--- src/adc_seq_defs.svh ---
`ifndef ADC_SEQ_DEFS_SVH
`define ADC_SEQ_DEFS_SVH
`define OFF_ACTIVE 12'h000
`define OFF_RAW_INT 12'h004
`define OFF_INT_MASK 12'h008
`define OFF_INT_CLEAR 12'h00c
`define OFF_OVERFLOW 12'h010
`define OFF_TRIG_SEL 12'h014
`define OFF_UNDERFLOW 12'h018
`define OFF_PRIORITY 12'h020
`define OFF_INITIATE 12'h028
`define OFF_AVERAGE 12'h030
`define OFF_SEQ_BASE 12'h040
`define OFF_SEQ_STRIDE 12'h020
`define SUB_INPUT_SEL 3'h0
`define SUB_STEP_CTL 3'h1
`define SUB_RESULT 3'h2
`define SUB_FIFO_STAT 3'h3
`define RST_PRIORITY 32'h0000_3210
`define RST_STEP_CTL3 32'h0000_0002
`define CTL_DIFF 0
`define CTL_END 1
`define CTL_IE 2
`define CTL_TEMP 3
`define FST_EMPTY 8
`define FST_FULL 12
`define TRIG_CPU 4'h0
`define TRIG_ALWAYS 4'hf
`define SYS_CLK_KHZ 50000
`define CONV_CLK_KHZ 16667
`define CONV_DIV ((`SYS_CLK_KHZ + `CONV_CLK_KHZ - 1) / `CONV_CLK_KHZ)
`define MAX_AVG_LOG2 3'h6
`define RESP_OKAY 2'b00
`define RESP_SLVERR 2'b10
`endif

--- src/adc_seq_pkg.sv ---
package adc_seq_pkg;
  typedef enum logic [1:0] {S_IDLE, S_START, S_WAIT, S_STORE} seq_state_e;
  typedef logic [9:0] sample_t;
  typedef logic [1:0] seq_idx_t;
endpackage

--- src/adc_sample_sequencer_control.sv ---
// Contract
// - four sequencers: 8, 4, 4, 1 steps
// - fifo word 32 bits, result low 10
// - per step input nibble and control nibble
// - sequencer runs only while enabled
// - raw interrupt after each ie step
// - sequence ends at end-marked step
// - circular fifo, read pops oldest entry
// - status shows head, tail, full, empty
// - overflow and underflow status registers
// - converter paced at about 16.667 MHz
// - mask gates raw interrupt to controller
// - raw view and masked view
// - write one clears interrupt, zero ignored
// - concurrent triggers served by priority value
// - per sequencer trigger source select
// - initiate write starts cpu-triggered sequencer
// - average up to 64 conversions per entry
// - averaging off at reset, shared by all
// - single-ended code 0x000 to 0x3ff
// - differential pair k uses 2k and 2k+1
// - differential code offset around 0x1ff
// - priority resets to 0x0000_3210
//
// Design decisions made here: the register offsets and the AXI4-Lite register port.
`timescale 1ns/1ps
`include "adc_seq_defs.svh"
module adc_sample_sequencer_control (
  input wire logic aclk, // system clock
  input wire logic aresetn, // synchronous reset
  input wire logic [11:0] s_axi_awaddr, // write address
  input wire logic s_axi_awvalid, // write address valid
  output logic s_axi_awready, // write address ready
  input wire logic [31:0] s_axi_wdata, // write data
  input wire logic [3:0] s_axi_wstrb, // byte strobes
  input wire logic s_axi_wvalid, // write data valid
  output logic s_axi_wready, // write data ready
  output logic [1:0] s_axi_bresp, // write response
  output logic s_axi_bvalid, // write response valid
  input wire logic s_axi_bready, // write response ready
  input wire logic [11:0] s_axi_araddr, // read address
  input wire logic s_axi_arvalid, // read address valid
  output logic s_axi_arready, // read address ready
  output logic [31:0] s_axi_rdata, // read data
  output logic [1:0] s_axi_rresp, // read response
  output logic s_axi_rvalid, // read valid
  input wire logic s_axi_rready, // read ready
  input wire logic [3:0] periph_trig, // peripheral trigger pins
  output logic conv_start, // one-cycle request to converter
  output logic [2:0] conv_channel, // analog input (positive side in diff)
  output logic conv_diff, // differential conversion
  output logic conv_temp, // temperature sensor input
  input wire logic conv_done, // converter done level toggles high
  input wire adc_seq_pkg::sample_t conv_data, // converter result
  output logic [3:0] seq_irq // masked interrupt per sequencer
);
  import adc_seq_pkg::*;
  localparam logic [3:0] seq_depth [4] = '{4'h8, 4'h4, 4'h4, 4'h1};
  logic awready_r, wready_r, bvalid_r, arready_r, rvalid_r;
  logic [1:0] bresp_r, rresp_r;
  logic [31:0] rdata_r;
  logic aw_full_r, w_full_r;
  logic [11:0] awaddr_r;
  logic [31:0] wdata_r;
  logic [3:0] wstrb_r;
  logic [3:0] active_r, raw_r, mask_r, ovf_r, unf_r, pend_r, irq_r;
  logic [15:0] trig_sel_r;
  logic [31:0] prio_r;
  logic [2:0] avg_r;
  logic [31:0] in_sel_r [4];
  logic [31:0] ctl_r [4];
  sample_t mem_r [4][8];
  logic [2:0] head_r [4];
  logic [2:0] tail_r [4];
  logic [3:0] cnt_r [4];
  logic [3:0] trig_s1_r, trig_s2_r, trig_s3_r;
  logic done_s1_r, done_s2_r, done_s3_r;
  sample_t data_s1_r, data_s2_r;
  seq_state_e state_r;
  seq_idx_t cur_r;
  logic [2:0] step_r;
  logic [1:0] div_r;
  logic [6:0] avg_cnt_r;
  logic [15:0] acc_r;
  logic start_r, chan_diff_r, temp_r;
  logic [2:0] chan_r;
  // bus decode
  wire wr_go = aw_full_r && w_full_r && !bvalid_r;
  wire rd_go = s_axi_arvalid && arready_r;
  wire [31:0] wmask = {{8{wstrb_r[3]}}, {8{wstrb_r[2]}}, {8{wstrb_r[1]}}, {8{wstrb_r[0]}}};
  wire [31:0] wval = wdata_r & wmask;
  wire [11:0] wa = awaddr_r & 12'hffc;
  wire [11:0] ra = s_axi_araddr & 12'hffc;
  wire w_seq_area = wa >= `OFF_SEQ_BASE && wa < 12'h0c0;
  wire r_seq_area = ra >= `OFF_SEQ_BASE && ra < 12'h0c0;
  wire [11:0] w_rel = wa - `OFF_SEQ_BASE;
  wire [11:0] r_rel = ra - `OFF_SEQ_BASE;
  wire [1:0] w_seq = w_rel[6:5];
  wire [1:0] r_seq = r_rel[6:5];
  wire [2:0] w_sub = w_rel[4:2];
  wire [2:0] r_sub = r_rel[4:2];
  wire wr_initiate = wr_go && wa == `OFF_INITIATE;
  wire [3:0] clr_int = (wr_go && wa == `OFF_INT_CLEAR) ? wval[3:0] : 4'h0;
  wire [3:0] clr_ovf = (wr_go && wa == `OFF_OVERFLOW) ? wval[3:0] : 4'h0;
  wire [3:0] clr_unf = (wr_go && wa == `OFF_UNDERFLOW) ? wval[3:0] : 4'h0;
  wire [15:0] acc_shift = acc_r >> avg_r;
  wire sample_t avg_res = acc_shift[9:0];
  // per-sequencer trigger, fifo status and pop
  logic [3:0] trig_ev, fifo_full, fifo_empty, pop, push, unf_set, ovf_set, int_set;
  logic [31:0] fstat [4];
  genvar g;
  generate
    for (g = 0; g < 4; g++) begin : g_seq
      wire [3:0] sel = trig_sel_r[4*g +: 4];
      wire cpu_hit = wr_initiate && wval[g];
      wire per_hit = sel >= 4'h1 && sel <= 4'h4 && trig_s2_r[sel[1:0] - 2'd1]
                     && !trig_s3_r[sel[1:0] - 2'd1];
      assign trig_ev[g] = (sel == `TRIG_CPU && cpu_hit) || sel == `TRIG_ALWAYS || per_hit;
      assign fifo_empty[g] = cnt_r[g] == 4'h0;
      assign fifo_full[g] = cnt_r[g] == seq_depth[g];
      assign fstat[g] = {19'h0, fifo_full[g], 3'h0, fifo_empty[g], 1'b0, head_r[g], 1'b0,
                         tail_r[g]};
      wire rd_fifo = rd_go && r_seq_area && r_seq == g && r_sub == `SUB_RESULT;
      assign pop[g] = rd_fifo && !fifo_empty[g];
      assign unf_set[g] = rd_fifo && fifo_empty[g];
      assign push[g] = state_r == S_STORE && cur_r == g && avg_cnt_r == 7'h0 && !fifo_full[g];
      assign ovf_set[g] = state_r == S_STORE && cur_r == g && avg_cnt_r == 7'h0 && fifo_full[g];
      assign int_set[g] = state_r == S_STORE && cur_r == g && avg_cnt_r == 7'h0
                          && ctl_r[g][4*step_r + `CTL_IE];
      always_ff @(posedge aclk) begin
        if (!aresetn) begin
          head_r[g] <= 3'h0;
          tail_r[g] <= 3'h0;
          cnt_r[g] <= 4'h0;
        end else begin
          if (push[g]) begin
            mem_r[g][head_r[g]] <= avg_res;
            head_r[g] <= (head_r[g] == 3'(seq_depth[g] - 4'h1)) ? 3'h0 : head_r[g] + 3'h1;
          end
          if (pop[g])
            tail_r[g] <= (tail_r[g] == 3'(seq_depth[g] - 4'h1)) ? 3'h0 : tail_r[g] + 3'h1;
          cnt_r[g] <= cnt_r[g] + {3'h0, push[g]} - {3'h0, pop[g]};
        end
      end
    end
  endgenerate
  // fixed priority pick among pending sequencers, lowest value wins
  logic found;
  seq_idx_t pick;
  logic [1:0] best;
  always_comb begin
    found = 1'b0;
    pick = 2'd0;
    best = 2'd3;
    for (int i = 0; i < 4; i++) begin
      if (pend_r[i] && (!found || prio_r[4*i +: 2] < best)) begin
        found = 1'b1;
        pick = seq_idx_t'(i);
        best = prio_r[4*i +: 2];
      end
    end
  end
  wire tick = div_r == 2'(`CONV_DIV - 1);
  wire done_ev = done_s2_r && !done_s3_r;
  wire [3:0] nib_in = in_sel_r[cur_r][4*step_r +: 4];
  wire [3:0] nib_ctl = ctl_r[cur_r][4*step_r +: 4];
  wire [2:0] last_step = 3'(seq_depth[cur_r] - 4'h1);
  wire seq_end = nib_ctl[`CTL_END] || step_r == last_step;
  wire [15:0] acc_sum = acc_r + {6'h0, data_s2_r};
  wire [6:0] avg_total = 7'(7'h1 << avg_r);
  wire [3:0] start_clr = (state_r == S_IDLE && found && active_r[pick]) ? 4'(4'h1 << pick) : 4'h0;
  wire [31:0] rd_val =
    ra == `OFF_ACTIVE ? {28'h0, active_r} :
    ra == `OFF_RAW_INT ? {28'h0, raw_r} :
    ra == `OFF_INT_MASK ? {28'h0, mask_r} :
    ra == `OFF_INT_CLEAR ? {28'h0, raw_r & mask_r} :
    ra == `OFF_OVERFLOW ? {28'h0, ovf_r} :
    ra == `OFF_TRIG_SEL ? {16'h0, trig_sel_r} :
    ra == `OFF_UNDERFLOW ? {28'h0, unf_r} :
    ra == `OFF_PRIORITY ? prio_r :
    ra == `OFF_AVERAGE ? {29'h0, avg_r} :
    r_seq_area && r_sub == `SUB_INPUT_SEL ? in_sel_r[r_seq] :
    r_seq_area && r_sub == `SUB_STEP_CTL ? ctl_r[r_seq] :
    r_seq_area && r_sub == `SUB_RESULT ? {22'h0, mem_r[r_seq][tail_r[r_seq]]} :
    r_seq_area && r_sub == `SUB_FIFO_STAT ? fstat[r_seq] : 32'h0;
  wire rd_ok = ra <= `OFF_PRIORITY && ra != 12'h01c || ra == `OFF_AVERAGE
               || (r_seq_area && r_sub <= `SUB_FIFO_STAT);
  wire wr_ok = wa <= `OFF_PRIORITY && wa != 12'h01c && wa != `OFF_RAW_INT || wa == `OFF_INITIATE
               || wa == `OFF_AVERAGE || (w_seq_area && w_sub <= `SUB_STEP_CTL);
  // axi4-lite handshakes
  always_ff @(posedge aclk) begin
    if (!aresetn) begin
      awready_r <= 1'b1;
      wready_r <= 1'b1;
      aw_full_r <= 1'b0;
      w_full_r <= 1'b0;
      awaddr_r <= 12'h0;
      wdata_r <= 32'h0;
      wstrb_r <= 4'h0;
      bvalid_r <= 1'b0;
      bresp_r <= `RESP_OKAY;
      arready_r <= 1'b1;
      rvalid_r <= 1'b0;
      rdata_r <= 32'h0;
      rresp_r <= `RESP_OKAY;
    end else begin
      if (s_axi_awvalid && awready_r) begin
        awaddr_r <= s_axi_awaddr;
        aw_full_r <= 1'b1;
        awready_r <= 1'b0;
      end
      if (s_axi_wvalid && wready_r) begin
        wdata_r <= s_axi_wdata;
        wstrb_r <= s_axi_wstrb;
        w_full_r <= 1'b1;
        wready_r <= 1'b0;
      end
      if (wr_go) begin
        bvalid_r <= 1'b1;
        bresp_r <= wr_ok ? `RESP_OKAY : `RESP_SLVERR;
      end
      if (bvalid_r && s_axi_bready) begin
        bvalid_r <= 1'b0;
        aw_full_r <= 1'b0;
        w_full_r <= 1'b0;
        awready_r <= 1'b1;
        wready_r <= 1'b1;
      end
      if (rd_go) begin
        arready_r <= 1'b0;
        rvalid_r <= 1'b1;
        rdata_r <= rd_val;
        rresp_r <= rd_ok ? `RESP_OKAY : `RESP_SLVERR;
      end
      if (rvalid_r && s_axi_rready) begin
        rvalid_r <= 1'b0;
        arready_r <= 1'b1;
      end
    end
  end
  // software-visible registers; hardware sets win over clears
  always_ff @(posedge aclk) begin
    if (!aresetn) begin
      active_r <= 4'h0;
      mask_r <= 4'h0;
      raw_r <= 4'h0;
      ovf_r <= 4'h0;
      unf_r <= 4'h0;
      trig_sel_r <= 16'h0;
      prio_r <= `RST_PRIORITY;
      avg_r <= 3'h0;
      for (int i = 0; i < 4; i++) begin
        in_sel_r[i] <= 32'h0;
        ctl_r[i] <= (i == 3) ? `RST_STEP_CTL3 : 32'h0;
      end
    end else begin
      raw_r <= (raw_r & ~clr_int) | int_set;
      ovf_r <= (ovf_r & ~clr_ovf) | ovf_set;
      unf_r <= (unf_r & ~clr_unf) | unf_set;
      if (wr_go) begin
        case (wa)
          `OFF_ACTIVE: active_r <= (active_r & ~wmask[3:0]) | wval[3:0];
          `OFF_INT_MASK: mask_r <= (mask_r & ~wmask[3:0]) | wval[3:0];
          `OFF_TRIG_SEL: trig_sel_r <= (trig_sel_r & ~wmask[15:0]) | wval[15:0];
          `OFF_PRIORITY: prio_r <= ((prio_r & ~wmask) | wval) & 32'h0000_3333;
          `OFF_AVERAGE: begin
            if (wmask[0])
              avg_r <= (wval[2:0] > `MAX_AVG_LOG2) ? `MAX_AVG_LOG2 : wval[2:0];
          end
          default: begin
            if (w_seq_area && w_sub == `SUB_INPUT_SEL)
              in_sel_r[w_seq] <= (in_sel_r[w_seq] & ~wmask) | wval;
            if (w_seq_area && w_sub == `SUB_STEP_CTL)
              ctl_r[w_seq] <= (ctl_r[w_seq] & ~wmask) | wval;
          end
        endcase
      end
    end
  end
  // pin synchronisers
  always_ff @(posedge aclk) begin
    if (!aresetn) begin
      trig_s1_r <= 4'h0;
      trig_s2_r <= 4'h0;
      trig_s3_r <= 4'h0;
      done_s1_r <= 1'b0;
      done_s2_r <= 1'b0;
      done_s3_r <= 1'b0;
      data_s1_r <= 10'h0;
      data_s2_r <= 10'h0;
      div_r <= 2'h0;
    end else begin
      trig_s1_r <= periph_trig;
      trig_s2_r <= trig_s1_r;
      trig_s3_r <= trig_s2_r;
      done_s1_r <= conv_done;
      done_s2_r <= done_s1_r;
      done_s3_r <= done_s2_r;
      data_s1_r <= conv_data;
      data_s2_r <= data_s1_r;
      div_r <= tick ? 2'h0 : div_r + 2'h1;
    end
  end
  // sequencing engine
  always_ff @(posedge aclk) begin
    if (!aresetn) begin
      state_r <= S_IDLE;
      pend_r <= 4'h0;
      cur_r <= 2'd0;
      step_r <= 3'h0;
      avg_cnt_r <= 7'h0;
      acc_r <= 16'h0;
      start_r <= 1'b0;
      chan_r <= 3'h0;
      chan_diff_r <= 1'b0;
      temp_r <= 1'b0;
      irq_r <= 4'h0;
    end else begin
      pend_r <= (pend_r | (trig_ev & active_r)) & active_r & ~start_clr;
      irq_r <= raw_r & mask_r;
      start_r <= 1'b0;
      case (state_r)
        S_IDLE: begin
          if (found && active_r[pick]) begin
            cur_r <= pick;
            step_r <= 3'h0;
            avg_cnt_r <= avg_total;
            acc_r <= 16'h0;
            state_r <= S_START;
          end
        end
        S_START: begin
          if (tick) begin
            start_r <= 1'b1;
            chan_diff_r <= nib_ctl[`CTL_DIFF];
            temp_r <= nib_ctl[`CTL_TEMP];
            chan_r <= nib_ctl[`CTL_DIFF] ? {nib_in[1:0], 1'b0} : nib_in[2:0];
            state_r <= S_WAIT;
          end
        end
        S_WAIT: begin
          if (done_ev) begin
            acc_r <= acc_sum;
            avg_cnt_r <= avg_cnt_r - 7'h1;
            state_r <= S_STORE;
          end
        end
        S_STORE: begin
          if (avg_cnt_r != 7'h0) begin
            state_r <= S_START;
          end else if (seq_end || !active_r[cur_r]) begin
            state_r <= S_IDLE;
          end else begin
            step_r <= step_r + 3'h1;
            avg_cnt_r <= avg_total;
            acc_r <= 16'h0;
            state_r <= S_START;
          end
        end
        default: state_r <= S_IDLE;
      endcase
    end
  end

  assign s_axi_awready = awready_r;
  assign s_axi_wready = wready_r;
  assign s_axi_bvalid = bvalid_r;
  assign s_axi_bresp = bresp_r;
  assign s_axi_arready = arready_r;
  assign s_axi_rvalid = rvalid_r;
  assign s_axi_rdata = rdata_r;
  assign s_axi_rresp = rresp_r;
  assign conv_start = start_r;
  assign conv_channel = chan_r;
  assign conv_diff = chan_diff_r;
  assign conv_temp = temp_r;
  assign seq_irq = irq_r;

  a_irq_masked: assert property (@(posedge aclk) disable iff (!aresetn)
    ##1 seq_irq == $past(raw_r & mask_r)) else $error("irq not raw and mask");
  a_clear_one: assert property (@(posedge aclk) disable iff (!aresetn)
    (clr_int[0] && !int_set[0]) |=> !raw_r[0]) else $error("w1c did not clear");
  a_set_wins: assert property (@(posedge aclk) disable iff (!aresetn)
    int_set[1] |=> raw_r[1]) else $error("step interrupt lost");
  a_prio_reset: assert property (@(posedge aclk)
    !aresetn |=> prio_r == `RST_PRIORITY) else $error("priority reset value wrong");
  a_run_enabled: assert property (@(posedge aclk) disable iff (!aresetn)
    state_r == S_IDLE && (pend_r & active_r) == 4'h0 |=> state_r == S_IDLE)
    else $error("disabled sequencer started");
  a_fifo_bound: assert property (@(posedge aclk) disable iff (!aresetn)
    cnt_r[3] <= 4'h1 && cnt_r[0] <= 4'h8) else $error("fifo count exceeds depth");
  a_overflow_flag: assert property (@(posedge aclk) disable iff (!aresetn)
    ovf_set[3] && !pop[3] |=> ovf_r[3] && $stable(cnt_r[3])) else $error("overflow not flagged");
  a_underflow_flag: assert property (@(posedge aclk) disable iff (!aresetn)
    unf_set[0] |=> unf_r[0] && s_axi_rvalid) else $error("underflow not flagged");
  a_diff_even: assert property (@(posedge aclk) disable iff (!aresetn)
    conv_start && conv_diff |-> conv_channel[0] == 1'b0) else $error("odd diff channel");
  a_start_paced: assert property (@(posedge aclk) disable iff (!aresetn)
    conv_start |=> !conv_start ##1 !conv_start) else $error("conversions too close");
endmodule

--- config.mk ---
export PLATFORM = sky130hd
export DESIGN_NAME = adc_sample_sequencer_control
export DESIGN_NICKNAME = d
export VERILOG_FILES = /design/src/adc_seq_pkg.sv /design/src/adc_sample_sequencer_control.sv
export VERILOG_INCLUDE_DIRS = /design/src
export SDC_FILE = /design/constraint.sdc
export NUM_CORES = 2
export LEC_CHECK = 0
export ABC_AREA = 1
export BUFFER_PORTS_ARGS = -buffer_cell sky130_fd_sc_hd__clkbuf_2
export CORE_ASPECT_RATIO = 0.9
export CORE_MARGIN = 2
export CORE_UTILIZATION = 40
export CTS_BUF_LIST = sky130_fd_sc_hd__clkbuf_2 sky130_fd_sc_hd__clkbuf_4 sky130_fd_sc_hd__clkbuf_8
export DETAILED_ROUTE_END_ITERATION = 10
export PLACE_DENSITY = 0.54
export SLEW_MARGIN = 5
export SYNTH_ARGS = -nofsm -noshare
export SYNTH_HDL_FRONTEND = slang
export SYNTH_SLANG_ARGS = --single-unit
--- constraint.sdc ---
create_clock -name aclk -period 4.75 [get_ports aclk]
set_input_delay 0.2375 -clock aclk [delete_from_list [all_inputs] [get_ports aclk]]
set_output_delay 0.2375 -clock aclk [all_outputs]
set_load 0.02 [all_outputs]
==> impl_metrics.csv <==
group,metric,value,unit
status,status,"complete, no violations",
yosys,synth-seq-area-share,57.4,%
yosys,synth-edff-count,600,
power,power_density,377,nW/um^2
sta,finalSetupTns,0,ps
yosys,synth_top_area_share,45.6,%
setup_path,endpoint,"acc_r[10]",
clocking,clk_latency,840,ps
route,drt_first_pass_iters,5,
sta,fmax,255,MHz
sta,rsz0062_at_grt,"false",
die,rows,109,
sta,worstMarginPinSlew,1290,ps
clocking,cts_tree,"yes",
setup_path,cp_slowest_cell,"nand3_4",
sta,period_needed,3930,ps
route,ant_nets,0,
die,core,98100,sq um
global_route,grt_usage,27.3,%
sta,fin_skew,48.8,ps
placement,place_worst_setup_slack,654,ps
yosys,syn_area,39500,sq um
yosys,async_flop_share,0,%
clocking,clock_tree.buffer_depth,3,
yosys,synth_cell_types,59,
global_route,antenna_found_initial,2,
route,drc,0,
die,die_h,302,um
sta,slew_headroom,14.0,%
final_layout,syn2layout_area_growth,15.9,%
die,die_width,335,um
power,peakVddDrop,0.230,mV
sta,maxSlewViolCount,0,
yosys,postSynthCellCount,4231,
final_layout,nNetsFinal,4640,
sta,finalCritPeriodShare,82.6,%
clocking,cts.sinks,833,
global_route,grt_max_degree,100,
clocking,clkTransAtPathRegs,60,ps
setup_path,r2r-end,"acc_r[10]",
yosys,ys_ff_latch,833,
placement,port_buffers,126,
global_route,grt_pass1_vias,32000,
yosys,yosys_warnings,0,
clocking,h-tree-depth,4,
hold_path,hold_path_class,"input pin to flop",
final_layout,drive_gt1_share,12.2,%
clocking,post_cts_buffers,0,
global_route,grt_overflow,0,
sta,final-hold-violation-count,0,
power,power_leakage,17.4,nW
setup_path,crit_fanout,32,
job,maxCapViolCount,0,
placement,hpwl,89200,um
route,routed_via_density,5.73,
route,routed_wl,140000,um
placement,post_dp_cell_area,41800,sq um
route,post_drt_wl_per_cell,23.9,um
setup_path,r2r_slack,820,ps
die,die_area,101000,sq um
yosys,yosysTopAreaCell,"edfxtp_1",
setup_path,cp-start-kind,"flop",
global_route,grt_pass1_wl,207000,um
sta,layout_setup_ws,825,ps
setup_path,reg2regPathDepth,26,
clocking,cts_resized,0,
yosys,yosys-top-cells-count,"edfxtp_1 (600), nor2_1 (575), nand2_1 (550), o21ai_0 (460), inv_1 (358)",
clocking,cts_buffers,143,
yosys,synth.area.top_cells,"edfxtp_1 (46%), dfxtp_1 (12%), o21ai_0 (5.8%), nor2_1 (5.5%), nand2_1 (5.2%)",
setup_path,max_stage_delay,450,ps
yosys,synth_most_common_cell,"edfxtp_1",
final_layout,fin_area,45800,sq um
setup_path,crit_type,"flop to flop",
clocking,cts-root-buf,"clkbuf_8",
sta,setup_viol,0,
placement,place_congestion,0.915,
setup_path,required,5440,ps
final_layout,n_fill_cell,9467,
setup_path,cpMostUsedCell,"nand2_1",
die,ios,133,
setup_path,cp-end-kind,"flop",
yosys,dominantRegCellSynth,"edfxtp_1",
yosys,avgSynthCellArea,9.33,sq um
setup_path,critPathArrivalTime,4620,ps
sta,whs,106,ps
route,drt_iter0_drc,3680,
die,initial_core_util,40.3,%
route,vias,33600,
-- critical path, delay by kind of cell (launching register included) --
kind / cells / cell delay (ps)
fa+ha+maj: 2 / 570
simple gates: 19 / 2240
compound gates: 3 / 430
buf+inv: 2 / 110
flops: 1 / 390
-- area by class of cell --
class | count | area (sq um) | area share, %
sequential | 833 | 22700 | 49.6
multi-input combinational | 2768 | 14500 | 31.6
timing repair buffer | 359 | 2710 | 5.91
clock buffer | 216 | 2630 | 5.74
tap | 1276 | 1600 | 3.49
inverter | 373 | 1400 | 3.07
clock inverter | 34 | 268 | 0.585
antenna | 3 | 7.51 | 0.0164
-- worst min-delay path by stage --
| stage | start | endpoint | slack (ps) | depth (start not counted) |
|---|---|---|---|---|
| 2_1_floorplan | conv_data[0] | data_s1_r[0] | 340 | 2 |
| 3_3_place_gp | trig_s1_r[3] | trig_s2_r[3] | 390 | 2 |
| 3_5_place_dp | done_s1_r | done_s2_r | 400 | 2 |
| 4_1_cts | s_axi_awvalid | s_axi_awready | 30 | 4 |
| 5_1_grt | conv_data[1] | data_s1_r[1] | 110 | 4 |
| 6_report | s_axi_awvalid | s_axi_awready | 110 | 4 |
-- cells by family (layout without fill, tap and decap cells) --
family                     after synthesis  after routing  share of synthesized area [%]
other                                    1              5                        0.00950
muxes                                    5              5                          0.127
xor gates and xnor gates                15             15                          0.333
buffers and inverters                  631            982                           6.35
adders and majority gates               80             80                           2.63
and+or+nand+nor                       1422           1422                           14.8
AOI/OAI and AO/OA                     1244           1244                           18.3
DFF                                    833            833                           57.4
-- layer usage --
metal	up-vias	share of wire, %	GRT usage, %
met5	-	0	0
met4	0	4.0	11.4
met3	302	8.1	5.17
met2	1484	45	42.7
met1	16200	42	37.2
li1	15600	-	-
-- stage by stage --
step | std cells | power, W | utilization (%)
after floorplan | 4232 | 0.00975 | -
after global placement | 5506 | 0.0106 | 42.7
after detailed placement | 5506 | 0.0106 | 42.7
after CTS | 5859 | 0.0173 | 46.7
after global routing | 5860 | 0.0179 | 46.7
final | 5862 | 0.0173 | 46.7
-- report_power, final --
group	switching, W	internal [W]
Sequential	0.000168	0.00812
Combinational	0.00161	0.000617
Clock	0.00304	0.00369
-- cells in the final DEF, fill, tap and decap left out, types with 8 or more instances in the layout --
cell / count
clkbuf_8: 161
dlygate4sd3_1: 103
edfxtp_1: 600
a211oi_1: 19
xor2_1: 12
o21ai_4: 8
nand4_1: 53
nand2_1: 543
o211ai_1: 19
a22oi_1: 16
o31ai_1: 32
a21oi_1: 307
nand2_2: 12
dfxtp_1: 230
clkinv_1: 19
buf_4: 125
ha_1: 75
nand3_1: 103
o22ai_1: 259
nor2_1: 571
o32ai_1: 13
clkbuf_2: 125
clkbuf_4: 55
clkinv_2: 10
inv_1: 356
o21ai_0: 449
inv_2: 10
a221oi_1: 14
nor3_1: 110
o221ai_1: 65
-- sequential cells by signal, summed over array words and instances, names as in the netlist, 4 cells and up, named ones only --
register	cells
pend_r	4
s_axi_rdata	32
wstrb_r	4
cnt_r	16
trig_s3_r	4
trig_s2_r	4
trig_s1_r	4
ctl_r	128
data_s2_r	10
acc_r	16
data_s1_r	10
wdata_r	32
tail_r	12
ovf_r	4
awaddr_r	10
unf_r	4
head_r	12
mem_r	320
seq_irq	4
avg_cnt_r	7
in_sel_r	128
raw_r	4
-- repair_timing --
item                       CTS  global route
setup endpoints to repair    0             0
hold buffers               103             0
hold endpoints to repair    85             0
(Power assumes the default switching activity.)
